### src/hdl/bspm_pkg.sv
// Package for the bus-shared port multiplexer: register map, reset
// values, field positions, register selector and pin use encodings.
// Assumes a 32-bit APB register bus and 8-bit ports.
package bspm_pkg;

	// ---------------------------------------------------------------
	// Register indices (byte address is four times the index)
	// ---------------------------------------------------------------
	localparam logic [31:0] BSPM_IDX_P0_DIR   = 32'hfffff001;
	localparam logic [31:0] BSPM_IDX_P1_DATA  = 32'hfffff002;
	localparam logic [31:0] BSPM_IDX_P0_DATA  = 32'hfffff003;
	localparam logic [31:0] BSPM_IDX_P1_FUNC  = 32'hfffff006;
	localparam logic [31:0] BSPM_IDX_P1_DIR   = 32'hfffff007;
	localparam logic [31:0] BSPM_IDX_P2_DATA  = 32'hfffff011;
	localparam logic [31:0] BSPM_IDX_P2_FUNC  = 32'hfffff016;
	localparam logic [31:0] BSPM_IDX_P2_DIR   = 32'hfffff017;
	localparam logic [31:0] BSPM_IDX_STATUS   = 32'hfffff3f0;

	// Index bits compared against paddr[11:2]
	localparam int          BSPM_IDX_W        = 10;

	// ---------------------------------------------------------------
	// Reset values and field positions
	// ---------------------------------------------------------------
	localparam logic [7:0]  BSPM_LATCH_RST    = 8'h00;
	localparam logic [7:0]  BSPM_DIR_RST      = 8'h00;
	localparam logic [7:0]  BSPM_FUNC_RST     = 8'h00;
	localparam int          BSPM_STAT_MUX_BIT = 0;
	localparam int          BSPM_STAT_VLD_BIT = 1;
	localparam int          BSPM_STAT_EXT_BIT = 2;

	// ---------------------------------------------------------------
	// Timing: synchroniser depth before the strap is trusted
	// ---------------------------------------------------------------
	localparam logic [1:0]  BSPM_STRAP_SETTLE = 2'h2;

	// ---------------------------------------------------------------
	// Register selector and pin use ({function, direction})
	// ---------------------------------------------------------------
	typedef enum logic [3:0] {
		BSPM_REG_NONE    = 4'h0,
		BSPM_REG_P0_DIR  = 4'h1,
		BSPM_REG_P0_DATA = 4'h2,
		BSPM_REG_P1_DATA = 4'h3,
		BSPM_REG_P1_FUNC = 4'h4,
		BSPM_REG_P1_DIR  = 4'h5,
		BSPM_REG_P2_DATA = 4'h6,
		BSPM_REG_P2_FUNC = 4'h7,
		BSPM_REG_P2_DIR  = 4'h8,
		BSPM_REG_STATUS  = 4'h9
	} bspm_reg_t;

	typedef enum logic [1:0] {
		BSPM_USE_IN   = 2'b00,
		BSPM_USE_OUT  = 2'b01,
		BSPM_USE_BUS  = 2'b10,
		BSPM_USE_ADDR = 2'b11
	} bspm_use_t;

	// Address decode, shared by read and write paths
	function automatic bspm_reg_t bspm_decode(input logic [31:0] a);
		logic [BSPM_IDX_W-1:0] i;
		i = a[BSPM_IDX_W+1:2];
		bspm_decode = BSPM_REG_NONE;
		if (a[1:0] == 2'h0 && a[31:BSPM_IDX_W+2] == '0)
		begin
			if (i == BSPM_IDX_P0_DIR[BSPM_IDX_W-1:0])
				bspm_decode = BSPM_REG_P0_DIR;
			if (i == BSPM_IDX_P0_DATA[BSPM_IDX_W-1:0])
				bspm_decode = BSPM_REG_P0_DATA;
			if (i == BSPM_IDX_P1_DATA[BSPM_IDX_W-1:0])
				bspm_decode = BSPM_REG_P1_DATA;
			if (i == BSPM_IDX_P1_FUNC[BSPM_IDX_W-1:0])
				bspm_decode = BSPM_REG_P1_FUNC;
			if (i == BSPM_IDX_P1_DIR[BSPM_IDX_W-1:0])
				bspm_decode = BSPM_REG_P1_DIR;
			if (i == BSPM_IDX_P2_DATA[BSPM_IDX_W-1:0])
				bspm_decode = BSPM_REG_P2_DATA;
			if (i == BSPM_IDX_P2_FUNC[BSPM_IDX_W-1:0])
				bspm_decode = BSPM_REG_P2_FUNC;
			if (i == BSPM_IDX_P2_DIR[BSPM_IDX_W-1:0])
				bspm_decode = BSPM_REG_P2_DIR;
			if (i == BSPM_IDX_STATUS[BSPM_IDX_W-1:0])
				bspm_decode = BSPM_REG_STATUS;
		end
	endfunction

endpackage

### src/hdl/bspm_reg_if.sv
// Register access carrier between the APB slave and the port logic.
// Assumes both ends run on pclk.
`timescale 1ns/100ps
interface bspm_reg_if
	import bspm_pkg::*;
	();
	logic      wr_stb;
	bspm_reg_t sel;
	logic [7:0] wdata;
	logic [7:0] rdata;

	modport bus  (output wr_stb, output sel, output wdata, input rdata);
	modport regs (input wr_stb, input sel, input wdata, output rdata);
endinterface

### src/hdl/bspm_sync.sv
// Two-flip-flop synchroniser for a group of asynchronous levels.
// Assumes the inputs are levels that stay stable for several cycles.
`timescale 1ns/100ps
module bspm_sync
	import bspm_pkg::*;
	#(
	parameter int W = 25
	)
	(
	// Clock and reset
	input  wire logic         pclk,
	input  wire logic         presetn,
	// Levels
	input  wire logic [W-1:0] async_in,
	output      logic [W-1:0] sync_out
	);

	typedef struct packed {
		logic [W-1:0] meta;
		logic [W-1:0] stable;
	} bspm_sync_t;

	bspm_sync_t s;
	bspm_sync_t next_s;

	// Refuse a width the synchroniser cannot hold
	if (W < 1)
	begin
		$error("bspm_sync: width must be at least 1");
	end

	// First stage feeds only the second
	always_comb
	begin
		next_s.meta   = async_in;
		next_s.stable = s.meta;
	end

	// State register
	always_ff @(posedge pclk or negedge presetn)
	begin
		if (!presetn)
			s <= '0;
		else
			s <= next_s;
	end

	assign sync_out = s.stable;
endmodule

### src/hdl/bspm_apb_slave.sv
// APB slave front end: decodes the address, issues write strobes and
// captures read data. Assumes the register side answers combinationally.
`timescale 1ns/100ps
module bspm_apb_slave
	import bspm_pkg::*;
	(
	// Clock and reset
	input  wire logic        pclk,
	input  wire logic        presetn,
	// APB
	input  wire logic [31:0] paddr,
	input  wire logic        psel,
	input  wire logic        penable,
	input  wire logic        pwrite,
	input  wire logic [31:0] pwdata,
	input  wire logic [3:0]  pstrb,
	output      logic [31:0] prdata,
	output      logic        pready,
	output      logic        pslverr,
	// Register side
	bspm_reg_if.bus          rif
	);

	typedef struct packed {
		logic [31:0] rdata;
		logic        err;
	} bspm_apb_t;

	bspm_apb_t s;
	bspm_apb_t next_s;
	logic      setup;

	// Decode held through both phases
	assign rif.sel    = bspm_decode(paddr);
	assign rif.wdata  = pwdata[7:0];
	assign rif.wr_stb = psel & penable & pwrite & pstrb[0]
		& (rif.sel != BSPM_REG_NONE);
	assign setup      = psel & ~penable;

	// Capture answer in the setup phase
	always_comb
	begin
		next_s = s;
		if (setup)
		begin
			next_s.rdata = pwrite ? 32'h0000_0000
				: {24'h00_0000, rif.rdata};
			next_s.err   = (rif.sel == BSPM_REG_NONE);
		end
	end

	// State register
	always_ff @(posedge pclk or negedge presetn)
	begin
		if (!presetn)
			s <= '0;
		else
			s <= next_s;
	end

	assign pready  = 1'b1;
	assign prdata  = s.rdata;
	assign pslverr = s.err & psel & penable;
endmodule

### src/hdl/bspm_port_mux.sv
// Three 8-bit ports whose pins share the external memory bus.
// Assumes an on-chip bus controller on pclk drives ext_* and an
// APB master on pclk; pins and the strap are asynchronous.
//
// Behaviour
// Port 0 direction: 0 in, 1 out; reset in
// Port 0 carries bus data during accesses
// Port 1 function/direction pair picks pin use
// Separate mode: port 1 bus use is D15-D8
// Multiplexed: AD15-AD8; 11 gives A15-A8
// Reset clears port 1 latch, direction, function
// Software sets port 1 before bus accesses
// Strap high at reset picks multiplexed mode
// Reset clears port 2 latch, direction, function
// Software sets port 2 before bus accesses
// Separate mode: port 2 may carry A23-A16
// Multiplexed: port 2 carries A7-A0 or A23-A16
// Port 2 pair: in, out, A7-A0, A23-A16
// Strap low separate D7-D0, high AD7-AD0
// Data write loads latch; read pin or latch
// Direction and function registers read as zero
//
// Decided for this implementation: the APB register port.
`timescale 1ns/100ps
module bspm_port_mux
	import bspm_pkg::*;
	(
	// Clock and reset
	input  wire logic        pclk,
	input  wire logic        presetn,
	// APB
	input  wire logic [31:0] paddr,
	input  wire logic        psel,
	input  wire logic        penable,
	input  wire logic        pwrite,
	input  wire logic [31:0] pwdata,
	input  wire logic [3:0]  pstrb,
	output      logic [31:0] prdata,
	output      logic        pready,
	output      logic        pslverr,
	// Strap
	input  wire logic        bus_mode_strap,
	// External bus controller
	input  wire logic        ext_access,
	input  wire logic        ext_ad_oe,
	input  wire logic [15:0] ext_ad_out,
	input  wire logic [23:0] ext_addr,
	output      logic [15:0] ext_rdata,
	output      logic        bus_mode_mux,
	output      logic        bus_mode_valid,
	// Port 0 pins
	input  wire logic [7:0]  p0_in,
	output      logic [7:0]  p0_out,
	output      logic [7:0]  p0_oe,
	// Port 1 pins
	input  wire logic [7:0]  p1_in,
	output      logic [7:0]  p1_out,
	output      logic [7:0]  p1_oe,
	// Port 2 pins
	input  wire logic [7:0]  p2_in,
	output      logic [7:0]  p2_out,
	output      logic [7:0]  p2_oe
	);

	// ---------------------------------------------------------------
	// State
	// ---------------------------------------------------------------
	typedef struct packed {
		logic [7:0]  p0_latch;
		logic [7:0]  p0_dir;
		logic [7:0]  p1_latch;
		logic [7:0]  p1_dir;
		logic [7:0]  p1_func;
		logic [7:0]  p2_latch;
		logic [7:0]  p2_dir;
		logic [7:0]  p2_func;
		logic [1:0]  settle;
		logic        mode_valid;
		logic        mode_mux;
		logic [7:0]  p0_out;
		logic [7:0]  p0_oe;
		logic [7:0]  p1_out;
		logic [7:0]  p1_oe;
		logic [7:0]  p2_out;
		logic [7:0]  p2_oe;
		logic [15:0] ext_rdata;
	} bspm_state_t;

	bspm_state_t s;
	bspm_state_t next_s;

	bspm_reg_if  rif ();

	logic [24:0] pins_sync;
	logic [7:0]  p0_pin;
	logic [7:0]  p1_pin;
	logic [7:0]  p2_pin;
	logic        strap_sync;
	logic [7:0]  rd_val;

	// ---------------------------------------------------------------
	// Functions
	// ---------------------------------------------------------------

	// Pin drive {oe, out} from its use code
	function automatic logic [1:0] pin_drive(
		input bspm_use_t u,
		input logic      latch,
		input logic      bus_oe,
		input logic      bus_bit,
		input logic      hi_bit
		);
		unique case (u)
			BSPM_USE_IN:   pin_drive = {1'b0, latch};
			BSPM_USE_OUT:  pin_drive = {1'b1, latch};
			BSPM_USE_BUS:  pin_drive = {bus_oe, bus_bit};
			BSPM_USE_ADDR: pin_drive = {1'b1, hi_bit};
		endcase
	endfunction

	// Read value: latch where the pin is an output port, else the pin
	function automatic logic [7:0] port_read(
		input logic [7:0] latch,
		input logic [7:0] out_mask,
		input logic [7:0] pin
		);
		port_read = (latch & out_mask) | (pin & ~out_mask);
	endfunction

	// ---------------------------------------------------------------
	// Instances
	// ---------------------------------------------------------------

	// Pins and strap cross into pclk
	bspm_sync #(
		.W        (25)
	) u_sync (
		.pclk     (pclk),
		.presetn  (presetn),
		.async_in ({bus_mode_strap, p2_in, p1_in, p0_in}),
		.sync_out (pins_sync)
	);

	// APB front end
	bspm_apb_slave u_apb (
		.pclk     (pclk),
		.presetn  (presetn),
		.paddr    (paddr),
		.psel     (psel),
		.penable  (penable),
		.pwrite   (pwrite),
		.pwdata   (pwdata),
		.pstrb    (pstrb),
		.prdata   (prdata),
		.pready   (pready),
		.pslverr  (pslverr),
		.rif      (rif.bus)
	);

	assign p0_pin     = pins_sync[7:0];
	assign p1_pin     = pins_sync[15:8];
	assign p2_pin     = pins_sync[23:16];
	assign strap_sync = pins_sync[24];

	// ---------------------------------------------------------------
	// Register read
	// ---------------------------------------------------------------

	// Read mux; write-only registers return zero
	always_comb
	begin
		rd_val = 8'h00;
		unique case (rif.sel)
			BSPM_REG_P0_DATA:
				rd_val = port_read(s.p0_latch, s.p0_dir, p0_pin);
			BSPM_REG_P1_DATA:
				rd_val = port_read(s.p1_latch, s.p1_dir & ~s.p1_func,
					p1_pin);
			BSPM_REG_P2_DATA:
				rd_val = port_read(s.p2_latch, s.p2_dir & ~s.p2_func,
					p2_pin);
			BSPM_REG_STATUS:
			begin
				rd_val[BSPM_STAT_MUX_BIT] = s.mode_mux;
				rd_val[BSPM_STAT_VLD_BIT] = s.mode_valid;
				rd_val[BSPM_STAT_EXT_BIT] = ext_access;
			end
			default:
				rd_val = 8'h00;
		endcase
	end

	assign rif.rdata = rd_val;

	// ---------------------------------------------------------------
	// Next state
	// ---------------------------------------------------------------
	always_comb
	begin
		next_s = s;

		// Register writes
		if (rif.wr_stb)
		begin
			unique case (rif.sel)
				BSPM_REG_P0_DIR:  next_s.p0_dir   = rif.wdata;
				BSPM_REG_P0_DATA: next_s.p0_latch = rif.wdata;
				BSPM_REG_P1_DATA: next_s.p1_latch = rif.wdata;
				BSPM_REG_P1_FUNC: next_s.p1_func  = rif.wdata;
				BSPM_REG_P1_DIR:  next_s.p1_dir   = rif.wdata;
				BSPM_REG_P2_DATA: next_s.p2_latch = rif.wdata;
				BSPM_REG_P2_FUNC: next_s.p2_func  = rif.wdata;
				BSPM_REG_P2_DIR:  next_s.p2_dir   = rif.wdata;
				default:          next_s.settle   = s.settle;
			endcase
		end

		// Strap caught once the synchroniser has settled
		if (!s.mode_valid)
		begin
			if (s.settle == BSPM_STRAP_SETTLE)
			begin
				next_s.mode_valid = 1'b1;
				next_s.mode_mux   = strap_sync;
			end
			else
				next_s.settle = s.settle + 2'h1;
		end

		// Port 0: bus data during accesses, direction bits untouched
		for (int i = 0; i < 8; i++)
		begin
			if (ext_access)
			begin
				next_s.p0_oe[i]  = ext_ad_oe;
				next_s.p0_out[i] = ext_ad_out[i];
			end
			else
			begin
				next_s.p0_oe[i]  = s.p0_dir[i];
				next_s.p0_out[i] = s.p0_latch[i];
			end
		end

		// Port 1: 10 is data or AD byte, 11 is A15-A8
		for (int i = 0; i < 8; i++)
		begin
			{next_s.p1_oe[i], next_s.p1_out[i]} = pin_drive(
				bspm_use_t'({s.p1_func[i], s.p1_dir[i]}),
				s.p1_latch[i],
				ext_access & ext_ad_oe,
				ext_ad_out[8+i],
				ext_addr[8+i]);
		end

		// Port 2: 10 is A7-A0, 11 is A23-A16, in either mode
		for (int i = 0; i < 8; i++)
		begin
			{next_s.p2_oe[i], next_s.p2_out[i]} = pin_drive(
				bspm_use_t'({s.p2_func[i], s.p2_dir[i]}),
				s.p2_latch[i],
				1'b1,
				ext_addr[i],
				ext_addr[16+i]);
		end

		// Bus read data from the data pins
		next_s.ext_rdata = {p1_pin, p0_pin};
	end

	// ---------------------------------------------------------------
	// State register
	// ---------------------------------------------------------------

	// Every latch, direction and function bit clears on reset
	always_ff @(posedge pclk or negedge presetn)
	begin
		if (!presetn)
		begin
			s          <= '0;
			s.p0_dir   <= BSPM_DIR_RST;
			s.p0_latch <= BSPM_LATCH_RST;
			s.p1_latch <= BSPM_LATCH_RST;
			s.p1_dir   <= BSPM_DIR_RST;
			s.p1_func  <= BSPM_FUNC_RST;
			s.p2_latch <= BSPM_LATCH_RST;
			s.p2_dir   <= BSPM_DIR_RST;
			s.p2_func  <= BSPM_FUNC_RST;
		end
		else
			s <= next_s;
	end

	// ---------------------------------------------------------------
	// Outputs
	// ---------------------------------------------------------------
	assign p0_out         = s.p0_out;
	assign p0_oe          = s.p0_oe;
	assign p1_out         = s.p1_out;
	assign p1_oe          = s.p1_oe;
	assign p2_out         = s.p2_out;
	assign p2_oe          = s.p2_oe;
	assign ext_rdata      = s.ext_rdata;
	assign bus_mode_mux   = s.mode_mux;
	assign bus_mode_valid = s.mode_valid;
endmodule

### config.mk
export PLATFORM = sky130hd
export DESIGN_NAME = bspm_port_mux
export DESIGN_NICKNAME = d
export VERILOG_FILES = /design/src/hdl/bspm_pkg.sv /design/src/hdl/bspm_reg_if.sv /design/src/hdl/bspm_sync.sv /design/src/hdl/bspm_apb_slave.sv /design/src/hdl/bspm_port_mux.sv
export SDC_FILE = /design/constraint.sdc
export NUM_CORES = 1
export LEC_CHECK = 0
export ABC_AREA = 1
export BUFFER_PORTS_ARGS = -buffer_cell sky130_fd_sc_hd__buf_2
export CAP_MARGIN = 30
export CORE_MARGIN = 2
export CORE_UTILIZATION = 52
export CTS_BUF_LIST = sky130_fd_sc_hd__clkbuf_8 sky130_fd_sc_hd__clkbuf_16
export DETAILED_ROUTE_END_ITERATION = 8
export GPL_TIMING_DRIVEN = 0
export MAX_ROUTING_LAYER = met4
export PLACE_DENSITY = 0.8
export SLEW_MARGIN = 30
export SYNTH_ARGS = -nofsm -noshare
export SYNTH_HDL_FRONTEND = slang
export SYNTH_SLANG_ARGS = --single-unit
### constraint.sdc
create_clock -name pclk -period 1.25 [get_ports pclk]
set_input_delay 0.25 -clock pclk [delete_from_list [all_inputs] [get_ports pclk]]
set_output_delay 0.25 -clock pclk [all_outputs]
set_load 0.05 [all_outputs]
==> flow_summary_export.csv <==
group,metric,value,unit
setup_path,critPathBufInv,4,
logic_synthesis,ys_warn_count,0,
cells_and_area,final_common_cell,"dfrtp_1",
global_route,antenna_found_initial,0,
cells_and_area,nFillCells,896,
global_route,first_global_vias,7410,
logic_synthesis,synth_ff_type,"dfrtp_1",
sta,hold_violations,0,
sta,finClkSkew,9.29,ps
sta,min_period,1610,ps
floorplanning,die_w,132,microns
setup_path,crit_top_cell,"nand2_1",
floorplanning,start_util,53.5,%
cts,clock_sinks,191,
cts,clockBufferDepth,2,
setup_path,crit_slowest_cell,"nor2_4",
placed_design,place.detailed.hpwl,15300,microns
sta,hold_slack,16.9,ps
cts,h-tree-depth,4,
logic_synthesis,synth-edff-count,0,
sta,fin_ws,-364,ps
placed_design,dp.cells,1364,
flow_run,cap_violations,0,
setup_path,crit_required,1630,ps
setup_path,crit_chain,"buf_12, nor2_4, nand2_1, inv_1, nand2_1, nand2_2, nor2_2, nor2_4, buf_6, nand2_4, nor2_4, nand3_4, nand2_1, nand2_1, inv_1",
global_route,overflow,0,
logic_synthesis,synth_top_area_share,55.8,%
logic_synthesis,synth.area.top_cells,"dfrtp_1 (56%), nand2_1 (8.6%), buf_4 (8.6%)",
logic_synthesis,syn_area,8560,sq um
cells_and_area,seq_area,4780,sq um
detailed_routing,wl,26900,microns
floorplanning,core-area,16000,sq um
cts,cts_tree,"done",
detailed_routing,drt_iter0_drc,770,
cells_and_area,multi_input_area,3460,sq um
logic_synthesis,syn_area_per_cell,9.13,sq um
power_and_ir_drop,power.density,1030,nW/um^2
run_status,outcome,"complete, but fails checks",
sta,setup_viol,94,
global_route,grtUsageTotal,28.6,%
detailed_routing,ant_nets,0,
detailed_routing,viasPerCell,5.53,
placed_design,placed_cell_area,10100,sq um
setup_path,critPathKind,"in2reg",
sta,relSlewSlack,58.7,%
cells_and_area,n_antenna_cell,0,
cts,cts-buffers-inserted,17,
sta,drv_slew,0,
setup_path,crit_arrival,2000,ps
global_route,grt_max_degree,89,
logic_synthesis,synth_cells,938,
floorplanning,io_pins,240,
setup_path,cp-end-kind,"register",
detailed_routing,wl_per_cell,18.9,microns
logic_synthesis,synth_cell_type_count,35,
cells_and_area,finalNetCount,1338,
power_and_ir_drop,leakage,6.27,nW
setup_path,slowest_delay,180,ps
placed_design,dp_slack,-799,ps
detailed_routing,vias,7890,
floorplanning,num_rows,46,
run_status,violations,"negative setup slack",
global_route,grt_pass1_wl,37700,microns
detailed_routing,drc,0,
cells_and_area,final_layout_size_suffix_gt1_share,44.0,%
cells_and_area,finalInstanceArea,12700,sq um
logic_synthesis,async_flop_share,100,%
logic_synthesis,synth_top_area_cell,"dfrtp_1",
logic_synthesis,synth-seq-area-share,55.8,%
setup_path,start_kind,"primary input",
sta,fin_crit_sh,129,%
cts,clk_latency,440,ps
setup_path,critPathTopFamily,"simple AND/OR/NAND/NOR gates",
logic_synthesis,synth-seq-cells,191,
hold_path,hold_class,"in2reg",
placed_design,io_buffers,185,
cells_and_area,final_cell_mix,"dfrtp_1 (191), nand2_1 (127), buf_2 (98)",
setup_path,crit_fanout,8,
sta,rsz0062_at_grt,"yes",
floorplanning,dieHeight,132,microns
power_and_ir_drop,peakVddDrop,1.05,mV
floorplanning,fp.dieArea,17500,sq um
sta,tightest_slew,620,ps
sta,fmax,620,MHz
cts,clk_pin_slew,70,ps
detailed_routing,dr.pass1.iters,5,
placed_design,globalplace.congestion,0.927,
cts,cts_root_buf,"clkbuf_16",
cells_and_area,area_growth_syn_to_layout,48.3,%
cells_and_area,fin_cells,1426,
## worst register-to-register path: cells and delay by family, from the launching register on
kind / cells / cell delay [ps]
AOI/OAI and AO/OA: 1 / 150
and+or+nand+nor: 7 / 590
DFF: 1 / 420
buffers and inverters: 2 / 140
## synthesized netlist by cell type, types with 8 or more instances
master,n
nand3_1,42
nor2_1,103
nand2_1,197
buf_4,98
dfrtp_1,191
a21oi_1,40
o21ai_1,17
o22ai_1,16
nor2_4,8
nand4_1,32
inv_1,80
o21ai_0,31
o21ai_2,9
nand3_2,9
inv_2,9
## per-layer routing
layer	up-vias	routed length [microns]	track usage (%)	part of all wire, %
met2	571	13600	47.8	50
met3	153	2440	6.46	9.0
met5	-	0	-	0
met4	0	1520	11.1	5.7
met1	3729	9390	33.8	35
li1	3437	-	-	-
## flip-flops by register name, summed over array words and instances (netlist names)
name and cells:
p0_out 8, bus_mode_valid 1, u_apb.prdata 8, u_apb.s 1, p2_oe 8, u_sync.sync_out 25, p1_out 8, p0_oe 8
u_sync.next_s 25, bus_mode_mux 1, p1_oe 8, s 66, ext_rdata 16, p2_out 8
## area by class of cell
cell class / count / area share, %
tap: 216 / 2.13
timing repair buffer: 288 / 22.9
clock inverter: 15 / 1.03
clock buffer: 17 / 3.35
buffer: 40 / 2.53
multi-input combinational: 568 / 27.2
inverter: 91 / 3.22
sequential: 191 / 37.6
## kinds of logic after synthesis
kind of cell / after synthesis / synth area share (%)
simple gates: 421 / 22.7
buf+inv: 203 / 13.4
flops: 191 / 55.8
compound gates: 119 / 7.76
other cells: 2 / 0.0877
xor+xnor: 1 / 0.102
fa+ha+maj: 1 / 0.146
## through the flow
stage,setup TNS [ps],power (mW),util [%]
after floorplan,-22260,7.19,-
after global routing,-24440,13.4,79.4
after detailed placement,-52390,7.71,63.3
after CTS,-10520,13.0,75.2
final,-19570,13.1,79.4
after global placement,-620720,7.67,62.9
## worst paths after layout
kind | cells after the start | startpoint | endpoint | slack, ps
min reg2reg | 0 | u_sync.next_s[24] | u_sync.sync_out[24] | 350
min in group asynchronous | 3 | presetn | u_sync.next_s[7] | 340
max | 15 | paddr[11] | s[90] | -360
max reg2reg | 10 | s[78] | u_apb.prdata[2] | -100
max in group asynchronous | 4 | presetn | p2_out[0] | 190
min | 3 | ext_ad_out[2] | p0_out[2] | 20
## power breakdown
| group | internal, mW | total (mW) | leakage (nW) | switching, mW |
|---|---|---|---|---|
| clock | 2.61 | 5.17 | 0.269 | 2.56 |
| sequential | 6.31 | 6.39 | 2.26 | 0.0745 |
| combinational | 0.573 | 1.52 | 3.75 | 0.946 |
## timing repair
item                                   4_1_cts  5_1_grt
hold buffers                                27        0
setup endpoints to repair                  147      209
resized for setup                          343      121
cloned                                       7        2
endpoints found under the hold margin       57        0
setup buffers                               39       29
pin swaps                                   52       57
(Power assumes the default switching activity.)
